===== src/sat_defs.svh =====
// offsets, field positions, reset values and bus answers of the skip/transfer unit
`ifndef SAT_DEFS_SVH
`define SAT_DEFS_SVH
`define SAT_ADDR_W      8
`define SAT_OFF_CTRL    8'h00
`define SAT_OFF_STATUS  8'h04
`define SAT_OFF_ACC     8'h08
`define SAT_OFF_CFG     8'h0C
`define SAT_OFF_EREG    8'h10
`define SAT_OFF_TIMER   8'h14
`define SAT_OFF_PC      8'h18
`define SAT_CTRL_OP_LSB   0
`define SAT_CTRL_IMM_LSB  8
`define SAT_ACC_A_LSB     0
`define SAT_ACC_B_LSB     4
`define SAT_ACC_CY_BIT    8
`define SAT_CFG_POL_BIT   0
`define SAT_CFG_V12_BIT   1
`define SAT_CFG_V13_BIT   2
`define SAT_CFG_Q13_BIT   3
`define SAT_CFG_DR_LSB    4
`define SAT_CFG_Y_LSB     8
`define SAT_PORTD_TOP     4'h3
`define SAT_RST_NIB       4'h0
`define SAT_RST_BYTE      8'h00
`define SAT_RST_PC        12'h000
`define SAT_RESP_OKAY     2'h0
`define SAT_RESP_SLVERR   2'h2
`endif


===== src/sat_pkg.sv =====
// types of the skip/transfer unit: operation codes and sequencer states
package sat_pkg;
   typedef enum logic [4:0] {
      SAT_OP_NOP         = 5'h00,
      SAT_OP_SKIP_EXT    = 5'h01,
      SAT_OP_SKIP_PD     = 5'h02,
      SAT_OP_SKIP_T1     = 5'h03,
      SAT_OP_SKIP_T2     = 5'h04,
      SAT_OP_SKIP_MEMBIT = 5'h05,
      SAT_OP_SKIP_CY     = 5'h06,
      SAT_OP_SKIP_PORTD  = 5'h07,
      SAT_OP_LOAD_T1     = 5'h08,
      SAT_OP_LOAD_T2     = 5'h09,
      SAT_OP_B_TO_ACC    = 5'h0A,
      SAT_OP_READ_T1     = 5'h0B,
      SAT_OP_READ_T2     = 5'h0C,
      SAT_OP_READ_AD     = 5'h0D,
      SAT_OP_SPLIT_E     = 5'h0E,
      SAT_OP_TABLE       = 5'h0F,
      SAT_OP_READ_PAGE   = 5'h10
   } sat_op_t;

   typedef enum logic [3:0] {
      SAT_ST_IDLE   = 4'h1,
      SAT_ST_EXEC   = 4'h2,
      SAT_ST_SECOND = 4'h4,
      SAT_ST_THIRD  = 4'h8
   } sat_state_t;
endpackage

===== src/sat_cond_if.sv =====
// carrier between the sequencer and the skip condition judge
interface sat_cond_if;
   sat_pkg::sat_op_t op;
   logic [1:0]       bit_sel;
   logic             second_word;
   logic             ext_pin;
   logic             ext_pol;
   logic             pd_flag;
   logic             t1_flag;
   logic             t1_irq_en;
   logic             t2_flag;
   logic             t2_irq_en;
   logic [3:0]       mem_nibble;
   logic             carry;
   logic [3:0]       portd;
   logic [3:0]       y_reg;
   logic             skip;
   logic             clr_t1;
   logic             clr_t2;

   modport judge (
      input  op, bit_sel, second_word, ext_pin, ext_pol, pd_flag, t1_flag, t1_irq_en,
      input  t2_flag, t2_irq_en, mem_nibble, carry, portd, y_reg,
      output skip, clr_t1, clr_t2
   );
   modport core (
      output op, bit_sel, second_word, ext_pin, ext_pol, pd_flag, t1_flag, t1_irq_en,
      output t2_flag, t2_irq_en, mem_nibble, carry, portd, y_reg,
      input  skip, clr_t1, clr_t2
   );
endinterface


===== src/sat_cond.sv =====
// skip condition judge: decides skip and flag clears for the current op
`include "sat_defs.svh"
module sat_cond (
   sat_cond_if.judge cif
);
   // pure decode; the sequencer gates the answers with its own timing
   always_comb begin
      cif.skip   = 1'b0;
      cif.clr_t1 = 1'b0;
      cif.clr_t2 = 1'b0;
      case (cif.op)
         sat_pkg::SAT_OP_SKIP_EXT: begin
            cif.skip = (cif.ext_pin == cif.ext_pol);
         end
         sat_pkg::SAT_OP_SKIP_PD: begin
            cif.skip = cif.pd_flag;
         end
         sat_pkg::SAT_OP_SKIP_T1: begin
            if (!cif.t1_irq_en) begin
               cif.skip   = cif.t1_flag;
               cif.clr_t1 = cif.t1_flag;
            end
         end
         sat_pkg::SAT_OP_SKIP_T2: begin
            if (!cif.t2_irq_en) begin
               cif.skip   = cif.t2_flag;
               cif.clr_t2 = cif.t2_flag;
            end
         end
         sat_pkg::SAT_OP_SKIP_MEMBIT: begin
            cif.skip = ~cif.mem_nibble[cif.bit_sel];
         end
         sat_pkg::SAT_OP_SKIP_CY: begin
            cif.skip = ~cif.carry;
         end
         sat_pkg::SAT_OP_SKIP_PORTD: begin
            // decided in the second word; y above 3 never skips
            if (cif.second_word && (cif.y_reg <= `SAT_PORTD_TOP)) begin
               cif.skip = ~cif.portd[cif.y_reg[1:0]];
            end
         end
         default: begin
            cif.skip = 1'b0;
         end
      endcase
   end
endmodule


===== src/sat_exec.sv =====
// skip and transfer execution unit with its axi4-lite register slave
//
// Register access over AXI4-Lite and the register addresses were chosen for this implementation.
`include "sat_defs.svh"
module sat_exec (
   input  wire logic                   clock,
   input  wire logic                   rst,
   input  wire logic [`SAT_ADDR_W-1:0] s_axi_awaddr,
   input  wire logic                   s_axi_awvalid,
   output logic                        s_axi_awready,
   input  wire logic [31:0]            s_axi_wdata,
   input  wire logic [3:0]             s_axi_wstrb,
   input  wire logic                   s_axi_wvalid,
   output logic                        s_axi_wready,
   output logic [1:0]                  s_axi_bresp,
   output logic                        s_axi_bvalid,
   input  wire logic                   s_axi_bready,
   input  wire logic [`SAT_ADDR_W-1:0] s_axi_araddr,
   input  wire logic                   s_axi_arvalid,
   output logic                        s_axi_arready,
   output logic [31:0]                 s_axi_rdata,
   output logic [1:0]                  s_axi_rresp,
   output logic                        s_axi_rvalid,
   input  wire logic                   s_axi_rready,
   input  wire logic                   ext_pin,
   input  wire logic                   powerdown_flag,
   input  wire logic                   first_timer_event,
   input  wire logic                   second_timer_event,
   input  wire logic [3:0]             ram_nibble,
   input  wire logic [3:0]             portd_in,
   input  wire logic [7:0]             first_timer_value,
   input  wire logic [7:0]             second_timer_value,
   input  wire logic [9:0]             converter_result,
   input  wire logic [9:0]             rom_data,
   output logic [7:0]                  first_timer_count,
   output logic [7:0]                  first_timer_reload,
   output logic                        first_timer_load,
   output logic [7:0]                  second_timer_count,
   output logic [7:0]                  second_timer_reload,
   output logic                        second_timer_load,
   output logic [11:0]                 rom_addr,
   output logic                        rom_rd
);
   sat_cond_if cif ();

   sat_pkg::sat_state_t   state;
   sat_pkg::sat_op_t      cur_op;
   logic [4:0]            cur_imm;
   logic                  suppress;
   logic                  skip_pending;
   logic [3:0]            acc;
   logic [3:0]            breg;
   logic                  carry_flag;
   logic                  ext_pin_polarity_bit;
   logic                  first_timer_irq_enable_bit;
   logic                  second_timer_irq_enable_bit;
   logic                  converter_compare_mode_bit;
   logic [2:0]            page_register;
   logic [3:0]            y_reg;
   logic [7:0]            e_reg;
   logic                  first_timer_request_flag;
   logic                  second_timer_request_flag;
   logic [11:0]           pc;
   logic [11:0]           stack_pc;
   logic                  aw_hold;
   logic                  w_hold;
   logic [`SAT_ADDR_W-1:0] aw_addr;
   logic [31:0]           w_data;
   logic [3:0]            w_strb;
   logic [31:0]           wr_mask;
   logic [31:0]           wr_old;
   logic [31:0]           wr_val;
   logic                  wr_fire;
   logic                  wr_hit;
   logic [31:0]           rd_val;
   logic                  rd_hit;
   logic                  go;
   logic                  exec_fx;
   logic                  sec_fx;
   logic                  third_fx;
   logic                  is_table;
   logic [11:0]           table_addr;

   // byte lanes expand to a bit mask, one lane per loop pass
   genvar gi;
   generate
      for (gi = 0; gi < 4; gi = gi + 1) begin : g_lane
         assign wr_mask[8*gi +: 8] = {8{w_strb[gi]}};
      end
   endgenerate

   // write side accepts address and data in either order
   assign s_axi_awready = ~aw_hold & ~s_axi_bvalid;
   assign s_axi_wready  = ~w_hold & ~s_axi_bvalid;
   assign wr_fire       = aw_hold & w_hold & ~s_axi_bvalid;
   assign wr_val        = (wr_old & ~wr_mask) | (w_data & wr_mask);
   assign s_axi_arready = ~s_axi_rvalid;

   // register image, used for reads and for merging partial writes
   function automatic logic [31:0] reg_image(input logic [`SAT_ADDR_W-1:0] a);
      logic [31:0] v;
      v = 32'h0000_0000;
      case (a)
         `SAT_OFF_CTRL:   v[12:0] = {cur_imm, 3'h0, cur_op};
         `SAT_OFF_STATUS: v[4:0]  = {suppress, second_timer_request_flag,
                                     first_timer_request_flag, skip_pending,
                                     state != sat_pkg::SAT_ST_IDLE};
         `SAT_OFF_ACC:    v[8:0]  = {carry_flag, breg, acc};
         `SAT_OFF_CFG:    v[11:0] = {y_reg, 1'b0, page_register, converter_compare_mode_bit,
                                     second_timer_irq_enable_bit,
                                     first_timer_irq_enable_bit, ext_pin_polarity_bit};
         `SAT_OFF_EREG:   v[7:0]  = e_reg;
         `SAT_OFF_TIMER:  v = {second_timer_reload, second_timer_count,
                               first_timer_reload, first_timer_count};
         `SAT_OFF_PC:     v[11:0] = pc;
         default:         v = 32'h0000_0000;
      endcase
      return v;
   endfunction

   function automatic logic mapped(input logic [`SAT_ADDR_W-1:0] a);
      return (a == `SAT_OFF_CTRL) || (a == `SAT_OFF_STATUS) || (a == `SAT_OFF_ACC) ||
             (a == `SAT_OFF_CFG) || (a == `SAT_OFF_EREG) || (a == `SAT_OFF_TIMER) ||
             (a == `SAT_OFF_PC);
   endfunction

   always_comb begin
      wr_old = reg_image(aw_addr);
      wr_hit = mapped(aw_addr);
      rd_val = reg_image(s_axi_araddr);
      rd_hit = mapped(s_axi_araddr);
   end

   // write channel capture and response
   always_ff @(posedge clock) begin
      if (rst) begin
         aw_hold      <= 1'b0;
         w_hold       <= 1'b0;
         aw_addr      <= '0;
         w_data       <= 32'h0000_0000;
         w_strb       <= 4'h0;
         s_axi_bvalid <= 1'b0;
         s_axi_bresp  <= `SAT_RESP_OKAY;
      end else begin
         if (s_axi_awvalid && s_axi_awready) begin
            aw_hold <= 1'b1;
            aw_addr <= s_axi_awaddr;
         end
         if (s_axi_wvalid && s_axi_wready) begin
            w_hold <= 1'b1;
            w_data <= s_axi_wdata;
            w_strb <= s_axi_wstrb;
         end
         if (wr_fire) begin
            aw_hold      <= 1'b0;
            w_hold       <= 1'b0;
            s_axi_bvalid <= 1'b1;
            s_axi_bresp  <= wr_hit ? `SAT_RESP_OKAY : `SAT_RESP_SLVERR;
         end else if (s_axi_bvalid && s_axi_bready) begin
            s_axi_bvalid <= 1'b0;
         end
      end
   end

   // read channel, answer one cycle after the address is taken
   always_ff @(posedge clock) begin
      if (rst) begin
         s_axi_rvalid <= 1'b0;
         s_axi_rdata  <= 32'h0000_0000;
         s_axi_rresp  <= `SAT_RESP_OKAY;
      end else if (s_axi_arvalid && s_axi_arready) begin
         s_axi_rvalid <= 1'b1;
         s_axi_rdata  <= rd_val;
         s_axi_rresp  <= rd_hit ? `SAT_RESP_OKAY : `SAT_RESP_SLVERR;
      end else if (s_axi_rready) begin
         s_axi_rvalid <= 1'b0;
      end
   end

   // a ctrl write while busy is dropped; software polls the busy bit first
   assign go       = wr_fire && (aw_addr == `SAT_OFF_CTRL) &&
                     (state == sat_pkg::SAT_ST_IDLE);
   assign exec_fx  = (state == sat_pkg::SAT_ST_EXEC) && !suppress;
   assign sec_fx   = (state == sat_pkg::SAT_ST_SECOND) && !suppress;
   assign third_fx = (state == sat_pkg::SAT_ST_THIRD) && !suppress;
   assign is_table = (cur_op == sat_pkg::SAT_OP_TABLE);
   assign table_addr = {cur_imm, page_register, acc};

   // operation latch; suppress remembers that this instruction is the skipped one
   always_ff @(posedge clock) begin
      if (rst) begin
         cur_op   <= sat_pkg::SAT_OP_NOP;
         cur_imm  <= 5'h00;
         suppress <= 1'b0;
      end else if (go) begin
         cur_op   <= sat_pkg::sat_op_t'(wr_val[`SAT_CTRL_OP_LSB +: 5]);
         cur_imm  <= wr_val[`SAT_CTRL_IMM_LSB +: 5];
         suppress <= skip_pending;
      end
   end

   // sequencer: a skipped portd test still takes its second slot, a skipped table read only its first; neither does anything
   always_ff @(posedge clock) begin
      if (rst) begin
         state <= sat_pkg::SAT_ST_IDLE;
      end else begin
         case (state)
            sat_pkg::SAT_ST_IDLE: begin
               if (go) state <= sat_pkg::SAT_ST_EXEC;
            end
            sat_pkg::SAT_ST_EXEC: begin
               if ((cur_op == sat_pkg::SAT_OP_SKIP_PORTD) || (is_table && !suppress))
                  state <= sat_pkg::SAT_ST_SECOND;
               else
                  state <= sat_pkg::SAT_ST_IDLE;
            end
            sat_pkg::SAT_ST_SECOND: begin
               if (is_table && !suppress)
                  state <= sat_pkg::SAT_ST_THIRD;
               else
                  state <= sat_pkg::SAT_ST_IDLE;
            end
            sat_pkg::SAT_ST_THIRD: begin
               state <= sat_pkg::SAT_ST_IDLE;
            end
            default: begin
               state <= sat_pkg::SAT_ST_IDLE;
            end
         endcase
      end
   end

   // hook the condition judge to live state
   assign cif.op          = cur_op;
   assign cif.bit_sel     = cur_imm[1:0];
   assign cif.second_word = (state == sat_pkg::SAT_ST_SECOND);
   assign cif.ext_pin     = ext_pin;
   assign cif.ext_pol     = ext_pin_polarity_bit;
   assign cif.pd_flag     = powerdown_flag;
   assign cif.t1_flag     = first_timer_request_flag;
   assign cif.t1_irq_en   = first_timer_irq_enable_bit;
   assign cif.t2_flag     = second_timer_request_flag;
   assign cif.t2_irq_en   = second_timer_irq_enable_bit;
   assign cif.mem_nibble  = ram_nibble;
   assign cif.carry       = carry_flag;
   assign cif.portd       = portd_in;
   assign cif.y_reg       = y_reg;

   sat_cond u_cond (
      .cif (cif)
   );

   // pending skip arms on a taken test, consumed by the next instruction
   always_ff @(posedge clock) begin
      if (rst) begin
         skip_pending <= 1'b0;
      end else if (go) begin
         skip_pending <= 1'b0;
      end else if ((exec_fx || sec_fx) && cif.skip) begin
         skip_pending <= 1'b1;
      end
   end

   // timer request flags: a timer event in the clear cycle wins
   always_ff @(posedge clock) begin
      if (rst) begin
         first_timer_request_flag  <= 1'b0;
         second_timer_request_flag <= 1'b0;
      end else begin
         if (first_timer_event)
            first_timer_request_flag <= 1'b1;
         else if (exec_fx && cif.clr_t1)
            first_timer_request_flag <= 1'b0;
         if (second_timer_event)
            second_timer_request_flag <= 1'b1;
         else if (exec_fx && cif.clr_t2)
            second_timer_request_flag <= 1'b0;
      end
   end

   // accumulator and b: instruction results beat software writes
   always_ff @(posedge clock) begin
      if (rst) begin
         acc  <= `SAT_RST_NIB;
         breg <= `SAT_RST_NIB;
      end else if (exec_fx) begin
         case (cur_op)
            sat_pkg::SAT_OP_B_TO_ACC: acc <= breg;
            sat_pkg::SAT_OP_READ_T1: begin
               breg <= first_timer_value[7:4];
               acc  <= first_timer_value[3:0];
            end
            sat_pkg::SAT_OP_READ_T2: begin
               breg <= second_timer_value[7:4];
               acc  <= second_timer_value[3:0];
            end
            sat_pkg::SAT_OP_READ_AD: begin
               if (converter_compare_mode_bit) begin
                  breg <= converter_result[7:4];
                  acc  <= converter_result[3:0];
               end else begin
                  breg <= converter_result[9:6];
                  acc  <= converter_result[5:2];
               end
            end
            sat_pkg::SAT_OP_SPLIT_E: begin
               breg <= e_reg[7:4];
               acc  <= e_reg[3:0];
            end
            sat_pkg::SAT_OP_READ_PAGE: acc <= {1'b0, page_register};
            default: begin
               acc <= acc;
            end
         endcase
      end else if (sec_fx && is_table) begin
         breg <= rom_data[7:4];
         acc  <= rom_data[3:0];
      end else if (wr_fire && (aw_addr == `SAT_OFF_ACC)) begin
         acc  <= wr_val[`SAT_ACC_A_LSB +: 4];
         breg <= wr_val[`SAT_ACC_B_LSB +: 4];
      end
   end

   // carry and configuration bits are software owned; no op here alters carry
   always_ff @(posedge clock) begin
      if (rst) begin
         carry_flag                  <= 1'b0;
         ext_pin_polarity_bit        <= 1'b0;
         first_timer_irq_enable_bit  <= 1'b0;
         second_timer_irq_enable_bit <= 1'b0;
         converter_compare_mode_bit  <= 1'b0;
         page_register               <= 3'h0;
         y_reg                       <= `SAT_RST_NIB;
         e_reg                       <= `SAT_RST_BYTE;
      end else if (wr_fire) begin
         if (aw_addr == `SAT_OFF_ACC)
            carry_flag <= wr_val[`SAT_ACC_CY_BIT];
         if (aw_addr == `SAT_OFF_CFG) begin
            ext_pin_polarity_bit        <= wr_val[`SAT_CFG_POL_BIT];
            first_timer_irq_enable_bit  <= wr_val[`SAT_CFG_V12_BIT];
            second_timer_irq_enable_bit <= wr_val[`SAT_CFG_V13_BIT];
            converter_compare_mode_bit  <= wr_val[`SAT_CFG_Q13_BIT];
            page_register               <= wr_val[`SAT_CFG_DR_LSB +: 3];
            y_reg                       <= wr_val[`SAT_CFG_Y_LSB +: 4];
         end
         if (aw_addr == `SAT_OFF_EREG)
            e_reg <= wr_val[7:0];
      end
   end

   // timer count and reload written together, load strobe to the timer unit
   always_ff @(posedge clock) begin
      if (rst) begin
         first_timer_count   <= `SAT_RST_BYTE;
         first_timer_reload  <= `SAT_RST_BYTE;
         second_timer_count  <= `SAT_RST_BYTE;
         second_timer_reload <= `SAT_RST_BYTE;
         first_timer_load    <= 1'b0;
         second_timer_load   <= 1'b0;
      end else begin
         first_timer_load  <= exec_fx && (cur_op == sat_pkg::SAT_OP_LOAD_T1);
         second_timer_load <= exec_fx && (cur_op == sat_pkg::SAT_OP_LOAD_T2);
         if (exec_fx && (cur_op == sat_pkg::SAT_OP_LOAD_T1)) begin
            first_timer_count  <= {breg, acc};
            first_timer_reload <= {breg, acc};
         end
         if (exec_fx && (cur_op == sat_pkg::SAT_OP_LOAD_T2)) begin
            second_timer_count  <= {breg, acc};
            second_timer_reload <= {breg, acc};
         end
      end
   end

   // table read: one-deep save of pc, rom fetch, restore in the third cycle
   always_ff @(posedge clock) begin
      if (rst) begin
         pc       <= `SAT_RST_PC;
         stack_pc <= `SAT_RST_PC;
         rom_addr <= `SAT_RST_PC;
         rom_rd   <= 1'b0;
      end else begin
         rom_rd <= exec_fx && is_table;
         if (exec_fx && is_table) begin
            stack_pc <= pc;
            pc       <= table_addr;
            rom_addr <= table_addr;
         end else if (third_fx && is_table) begin
            pc <= stack_pc;
         end else if (wr_fire && (aw_addr == `SAT_OFF_PC)) begin
            pc <= wr_val[11:0];
         end
      end
   end
endmodule


===== config.mk =====
export PLATFORM = sky130hd
export DESIGN_NAME = sat_exec
export DESIGN_NICKNAME = d
export VERILOG_FILES = /design/src/sat_pkg.sv /design/src/sat_cond_if.sv /design/src/sat_cond.sv /design/src/sat_exec.sv
export VERILOG_INCLUDE_DIRS = /design/src /design/src/src
export SDC_FILE = /design/constraint.sdc
export NUM_CORES = 1
export LEC_CHECK = 0
export BUFFER_PORTS_ARGS = -buffer_cell sky130_fd_sc_hd__buf_2
export CORE_MARGIN = 5
export CORE_UTILIZATION = 30
export CTS_CLUSTER_SIZE = 24
export DETAILED_ROUTE_END_ITERATION = 16
export GPL_TIMING_DRIVEN = 0
export SYNTH_ARGS = -nofsm -noshare
export SYNTH_HDL_FRONTEND = slang
export SYNTH_SLANG_ARGS = --single-unit

===== constraint.sdc =====
create_clock -name clock -period 2.77 [get_ports clock]
set_input_delay 0.554 -clock clock [delete_from_list [all_inputs] [get_ports clock]]
set_output_delay 0.554 -clock clock [all_outputs]
set_load 0.005 [all_outputs]

; Word-level counts from Yosys, hierarchy flattened
; Index checks and enable logic that the tools add are counted.
[totals]
reg_bits = 164
input_bits = 107
out_inout_bits = 88
[op_classes]
n_lt_le_gt_ge = 3
n_eq_ne = 37
muxes = 48
bitwise_logic = 15
reduce_logical = 51
[op_table]
columns = op, n
row1 = one-hot mux 5 bit (7 select lines), 2
row2 = == test 8 x 5 -> 1 bit (second input constant), 6
row3 = == test 5 x 4 -> 1 bit (second input constant), 8
row4 = 2-to-1 mux 4 bit, 10
row5 = 2-to-1 mux 12 bit, 3
row6 = == test 8 x 4 -> 1 bit (second input constant), 4
row7 = one-hot mux 3 bit (5 select lines), 2
row8 = bitwise AND 13 bit, 2
row9 = one-hot mux 3 bit (4 select lines), 2
row10 = one-hot mux 4 bit (6 select lines), 1
row11 = logical AND 1 bit, 21
row12 = == test 5 x 3 -> 1 bit (second input constant), 4
row13 = 2-to-1 mux 19 bit, 1
row14 = == test 8 x 3 -> 1 bit (second input constant), 2
row15 = logical NOT 8 bit, 2
row16 = one-hot mux 4 bit (4 select lines), 1
row17 = 2-to-1 mux 1 bit, 15
row18 = logical OR 1 bit, 14
row19 = NOT 13 bit, 1
row20 = OR 13 bit, 1
row21 = one-hot mux 4 bit (3 select lines), 1
row22 = == test 5 x 2 -> 1 bit (second input constant), 2
row23 = one-hot mux 1 bit (5 select lines), 2
row24 = AND reduction 2 bit, 5
row25 = 24 further kinds, 42

; Logic depth before layout (Yosys ltp)
[depth]
word_depth = 8
ltp_mapped = 8
mapped_depth_nobuf = 6

; Modules after synthesis
; A second synthesis with hierarchy kept.
[unflattened]
hier_cells = 983
area_unflattened_um2 = 8267.9
[by_module_without_submodules]
columns = module, instances, cells_each, area_per_inst_um2, seq_area_each_um2
row1 = sat_exec, 1, 965, 8095.3, 3083.0
row2 = sat_cond, 1, 18, 172.7, 0.0

; Worst setup path after synthesis
; Ideal clock, no wire load.
[synth_timing]
path_type = reg-to-reg
start = register state[1]
end = register acc[0]
setup_ns = 0.127
arrival_time_ns = 2.114
t_required_ns = 2.643
slack_ns = 0.529
stages_incl_launch_ff = 7
n_path_buf = 0
cell_sequence = dfxtp_1 -> or4b_4 -> mux4_2 -> a22oi_2 -> a2bb2oi_4 -> a21oi_1 -> or3_1
[synth_between]
elab_chain_cells = 7
elab_cells_between_ends = 15
cone_classes = 4 x eq/ne / 4 x mux / 2 x bitwise / 5 x reduce/logical
[synth_lines]
columns = element, line_no
row1 = from (decl), sat_exec.sv:46  ; sat_pkg::sat_state_t state;
row2 = from (signal assigned), sat_exec.sv:205  ; state <= sat_pkg::SAT_ST_IDLE;
row3 = from (signal assigned), sat_exec.sv:209  ; if (go) state <= sat_pkg::SAT_ST_EXEC;
row4 = from (signal assigned), sat_exec.sv:213  ; state <= sat_pkg::SAT_ST_SECOND;
row5 = != test 4 x 1 -> 1 bit, sat_exec.sv:107  ; state != sat_pkg::SAT_ST_IDLE};
row6 = one-hot mux 5 bit (7 select lines), sat_exec.sv:103  ; case (a)
row7 = bitwise AND 13 bit, sat_exec.sv:96  ; assign wr_val = (wr_old & ~wr_mask) | (w_data & wr_mask);
row8 = OR 13 bit, sat_exec.sv:96
row9 = 2-to-1 mux 4 bit, sat_exec.sv:318  ; end else if (wr_fire && (aw_addr == `SAT_OFF_ACC)) begin
row10 = 2-to-1 mux 4 bit, sat_exec.sv:315  ; end else if (sec_fx && is_table) begin
row11 = 2-to-1 mux 4 bit, sat_exec.sv:286  ; end else if (exec_fx) begin
row12 = to (signal assigned), sat_exec.sv:288  ; sat_pkg::SAT_OP_B_TO_ACC: acc <= breg;
row13 = to (signal assigned), sat_exec.sv:317  ; acc <= rom_data[3:0];
row14 = to (signal assigned), sat_exec.sv:319  ; acc <= wr_val[`SAT_ACC_A_LSB +: 4];
row15 = to (decl), sat_exec.sv:51  ; logic [3:0] acc;
; Parallel ways exist; a longest one is shown, timed or not. The select of a mux whose other input is x is not followed.
; A chain may end at the register's enable or synchronous reset.

; Worst setup path in the final report
[layout_timing]
start = register aw_addr[3]
end = register acc[0]
[layout_between]
elab_chain_cells = 7
elab_cells_between_ends = 16
cone_classes = 6 x eq/ne / 4 x mux / 2 x bitwise / 4 x reduce/logical
[layout_lines]
columns = element, line_no
row1 = from (decl), sat_exec.sv:67  ; logic [`SAT_ADDR_W-1:0] aw_addr;
row2 = from (signal assigned), sat_exec.sv:147  ; aw_addr <= s_axi_awaddr;
row3 = "== test 8 x 5 -> 1 bit, or another cell as far along", sat_exec.sv:103
row4 = one-hot mux 5 bit (7 select lines), sat_exec.sv:103
row5 = bitwise AND 13 bit, sat_exec.sv:96
row6 = OR 13 bit, sat_exec.sv:96
row7 = 2-to-1 mux 4 bit, sat_exec.sv:318
row8 = 2-to-1 mux 4 bit, sat_exec.sv:315
row9 = 2-to-1 mux 4 bit, sat_exec.sv:286
; Parallel ways exist; a longest one is shown, timed or not. The select of a mux whose other input is x is not followed.

==> flow_metrics.py <==
metrics = {
    "worst_setup_path": {
        "worst-path-max-fanout": 8,
        "crit_type": "register to register",
        "crit_path_end_kind": "register",
        "path_cells": "buf_2, nor4b_2, nor4b_2, nor3_1, a21oi_2, nor3b_1, or3_1",
        "r2r_slack_ps": 70,
        "crit_path_start_kind": "register",
        "cp_slowest_stage_delay_ps": 630,
        "cp.required_ps": 3090,
        "cp.arrival_ps": 3020,
        "crit_slowest_cell": "nor4b_2",
        "crit_path_frequent_cell": "nor4b_2",
    },
    "sta": {
        "setup_viol": 0,
        "slew_headroom": 0.392,
        "tightest_slew_ps": 912,
        "fin_crit_ps": 2700,
        "skew_ps": 13.1,
        "post-route-period-util": 0.976,
        "whs_ps": 294,
        "hold_viol_final": 0,
        "clock.fmax_mhz": 370,
        "finalMaxSlewViolations": 0,
        "rsz0062_at_grt": "yes",
    },
    "outcome": {
        "outcome": "finished clean",
    },
    "global_routing": {
        "grtUsageTotal": 0.221,
        "grt_max_degree": 17,
        "grt_pass1_wl_um": 51300,
        "antenna_found_initial": 1,
        "overflow": 0,
        "grt_pass1_vias": 8295,
    },
    "route": {
        "viasPerCell": 5.56,
        "ant_nets": 0,
        "drtPass1Iterations": 5,
        "wire_per_inst_um": 22.7,
        "wl_um": 34700,
        "drt_iter0_markers": 833,
        "vias": 8512,
        "drc": 0,
    },
    "power": {
        "p_leak_nw": 3.79,
        "seqPwrFrac": 0.424,
        "peakVddDrop_uv": 348,
        "internal_power_mw": 3.99,
        "clkPwrFrac": 0.473,
        "finalPower_mw": 5.42,
        "switching_power_mw": 1.42,
        "switching_share": 0.263,
        "pwr-share-comb": 0.103,
        "power.density_mw_per_mm2": 541,
    },
    "clock_tree": {
        "cts_hold_buffers": 0,
        "cts_buffer_depth": 2,
        "root_buffer": "clkbuf_16",
        "clkLatencyLatePin_ps": 440,
        "cts_buffers": 17,
        "cts_tree": "yes",
        "htree_num_levels": 4,
        "clk_pin_slew_ps": 70,
        "cts_sinks": 154,
    },
    "floorplanning": {
        "die_x_um": 174,
        "ios": 195,
        "core-area_mm2": 0.0267,
        "initial_core_util": 0.302,
        "die_y_um": 174,
        "fp-row-count": 60,
        "dieArea_mm2": 0.0303,
    },
    "placement": {
        "dp_cells": 1496,
        "gp_congestion": 0.997,
        "portBuffers": 166,
        "hpwl_um": 26200,
    },
    "yosys": {
        "ys_top_cells_by_count": "dfxtp_1 (154), nand2_1 (149), nor2_1 (96)",
        "synth_area_per_cell_um2": 8.17,
        "yosys_warnings": 0,
        "synthTopCellsByArea": "dfxtp_1 (38%), mux2i_1 (7.1%), nand2_1 (6.9%)",
        "ys_async_sr_fraction": 0,
        "yosysTopAreaCell": "dfxtp_1",
        "syn-cell-area_mm2": 0.00808,
        "ys_types": 67,
        "yosysTopAreaCellShare": 0.382,
        "synth_edf_count": 0,
        "ys_seq_elements": 154,
        "ys.flop_type": "dfxtp_1",
        "synthCells": 988,
        "synth_seq_area_share": 0.382,
        "synth.most_common_cell": "dfxtp_1",
    },
    "finish": {
        "largest_reg_flops": 24,
        "n_fill_cell": 2879,
        "regMostFlops": "s_axi_rdata",
        "multi_input_area_mm2": 0.00450,
        "reg_top3": "s_axi_rdata: 24 flops, w_data: 13 flops",
        "fin_nets": 1282,
        "fin_util": 0.375,
        "area_growth_pct": 24.0,
        "drive_above_1_share": 0.235,
        "regArea_mm2": 0.00308,
        "layout.cells.non_filler": 1530,
    },
    "flow_run": {
        "maxCapViolCount": 0,
    },
    "min_path": {
        "hold_class": "input port to register",
    },
}
[power groups by stage]
stage          combinational, mW  sequential (mW)  clock [mW]
2_1_floorplan              0.329             2.33           0
3_3_place_gp               0.540             2.34           0
3_5_place_dp               0.544             2.34           0
4_1_cts                    0.547             2.29        2.58
5_1_grt                    0.605             2.30        2.67
6_report                   0.560             2.29        2.56
[cell usage in the layout (no fill, tap or decap), types with 5 or more instances in the layout]
cell	synthesis	routed
nand3_1	22	22
a22oi_1	19	19
nor3_1	18	17
nand2_1	149	149
nand3b_1	10	10
a31oi_1	12	12
o211ai_1	7	7
o221ai_1	7	7
clkbuf_16	0	17
a22o_1	8	8
mux2i_1	57	57
nor2_1	96	95
xnor2_1	5	5
and2_1	6	6
buf_1	10	10
o22ai_1	11	11
buf_4	26	28
a222oi_1	5	5
nand2b_1	10	10
nor2b_1	12	12
dfxtp_1	154	154
or3_1	8	8
a21o_1	6	6
buf_2	13	179
o2bb2ai_1	8	8
a211oi_1	28	28
mux4_2	8	8
clkbuf_1	51	51
a21oi_1	94	94
o21ai_0	35	35
inv_1	9	9
mux2_2	10	10
[kinds of logic (layout without fill, tap and decap cells)]
| group | Yosys count | in the layout | share of synthesized area |
|---|---|---|---|
| and+or+nand+nor | 367 | 367 | 0.213 |
| other | 1 | 3 | 0.000464 |
| muxes | 75 | 75 | 0.107 |
| xor gates and xnor gates | 6 | 6 | 0.00651 |
| AOI/OAI and AO/OA | 276 | 276 | 0.226 |
| buffers and inverters | 109 | 308 | 0.0648 |
| DFF | 154 | 154 | 0.382 |
[what timing repair did]
item                                    in CTS  in global routing
pin swaps                                    0                  1
gates resized for setup                      2                  6
buffers inserted                             0                  2
endpoints found under the setup margin       8                 29
[area by class of cell]
type                    instances  area share
multi-input cells             726       0.449
flip-flops and latches        154       0.308
repair buffers                168      0.0845
plain buffers                  99      0.0487
clock buffers                  21      0.0450
well taps                     341      0.0426
clock inverters                11      0.0184
inverters                       9     0.00337
diodes                          1    0.000250
[critical path: cells and delay by family, from the launching register on]
kind                   cells  cell delay, ps
and+or+nand+nor            5            1860
DFF                        1             300
AOI/OAI and AO/OA          1             250
buffers and inverters      1             170
[path summary, 6_finish.rpt]
kind,startpoint,endpoint,cells after the start
hold / removal,s_axi_rready,s_axi_rvalid,2
hold reg to reg,rom_addr[2],rom_addr[2],2
setup / recovery,aw_addr[3],acc[0],7
setup reg to reg,aw_addr[3],acc[0],7
[layer usage]
layer,up-vias,global-route usage,wire [um]
met5,-,0,0
met4,0,0.0881,1280
met3,87,0.0611,3640
met2,494,0.344,15100
met1,4003,0.290,14600
li1,3928,-,-
[stage by stage]
step                      area [um^2]  setup WS (ps)  TNS [ps]
final                           10000           65.7         0
after global routing            10000          -37.8      -217
after CTS                        9980           68.0         0
after detailed placement         9340           -186      -461
after global placement           9340           -219      -767
after floorplan                  8080            529         0
Note: power is estimated with default switching activity, not from simulation.
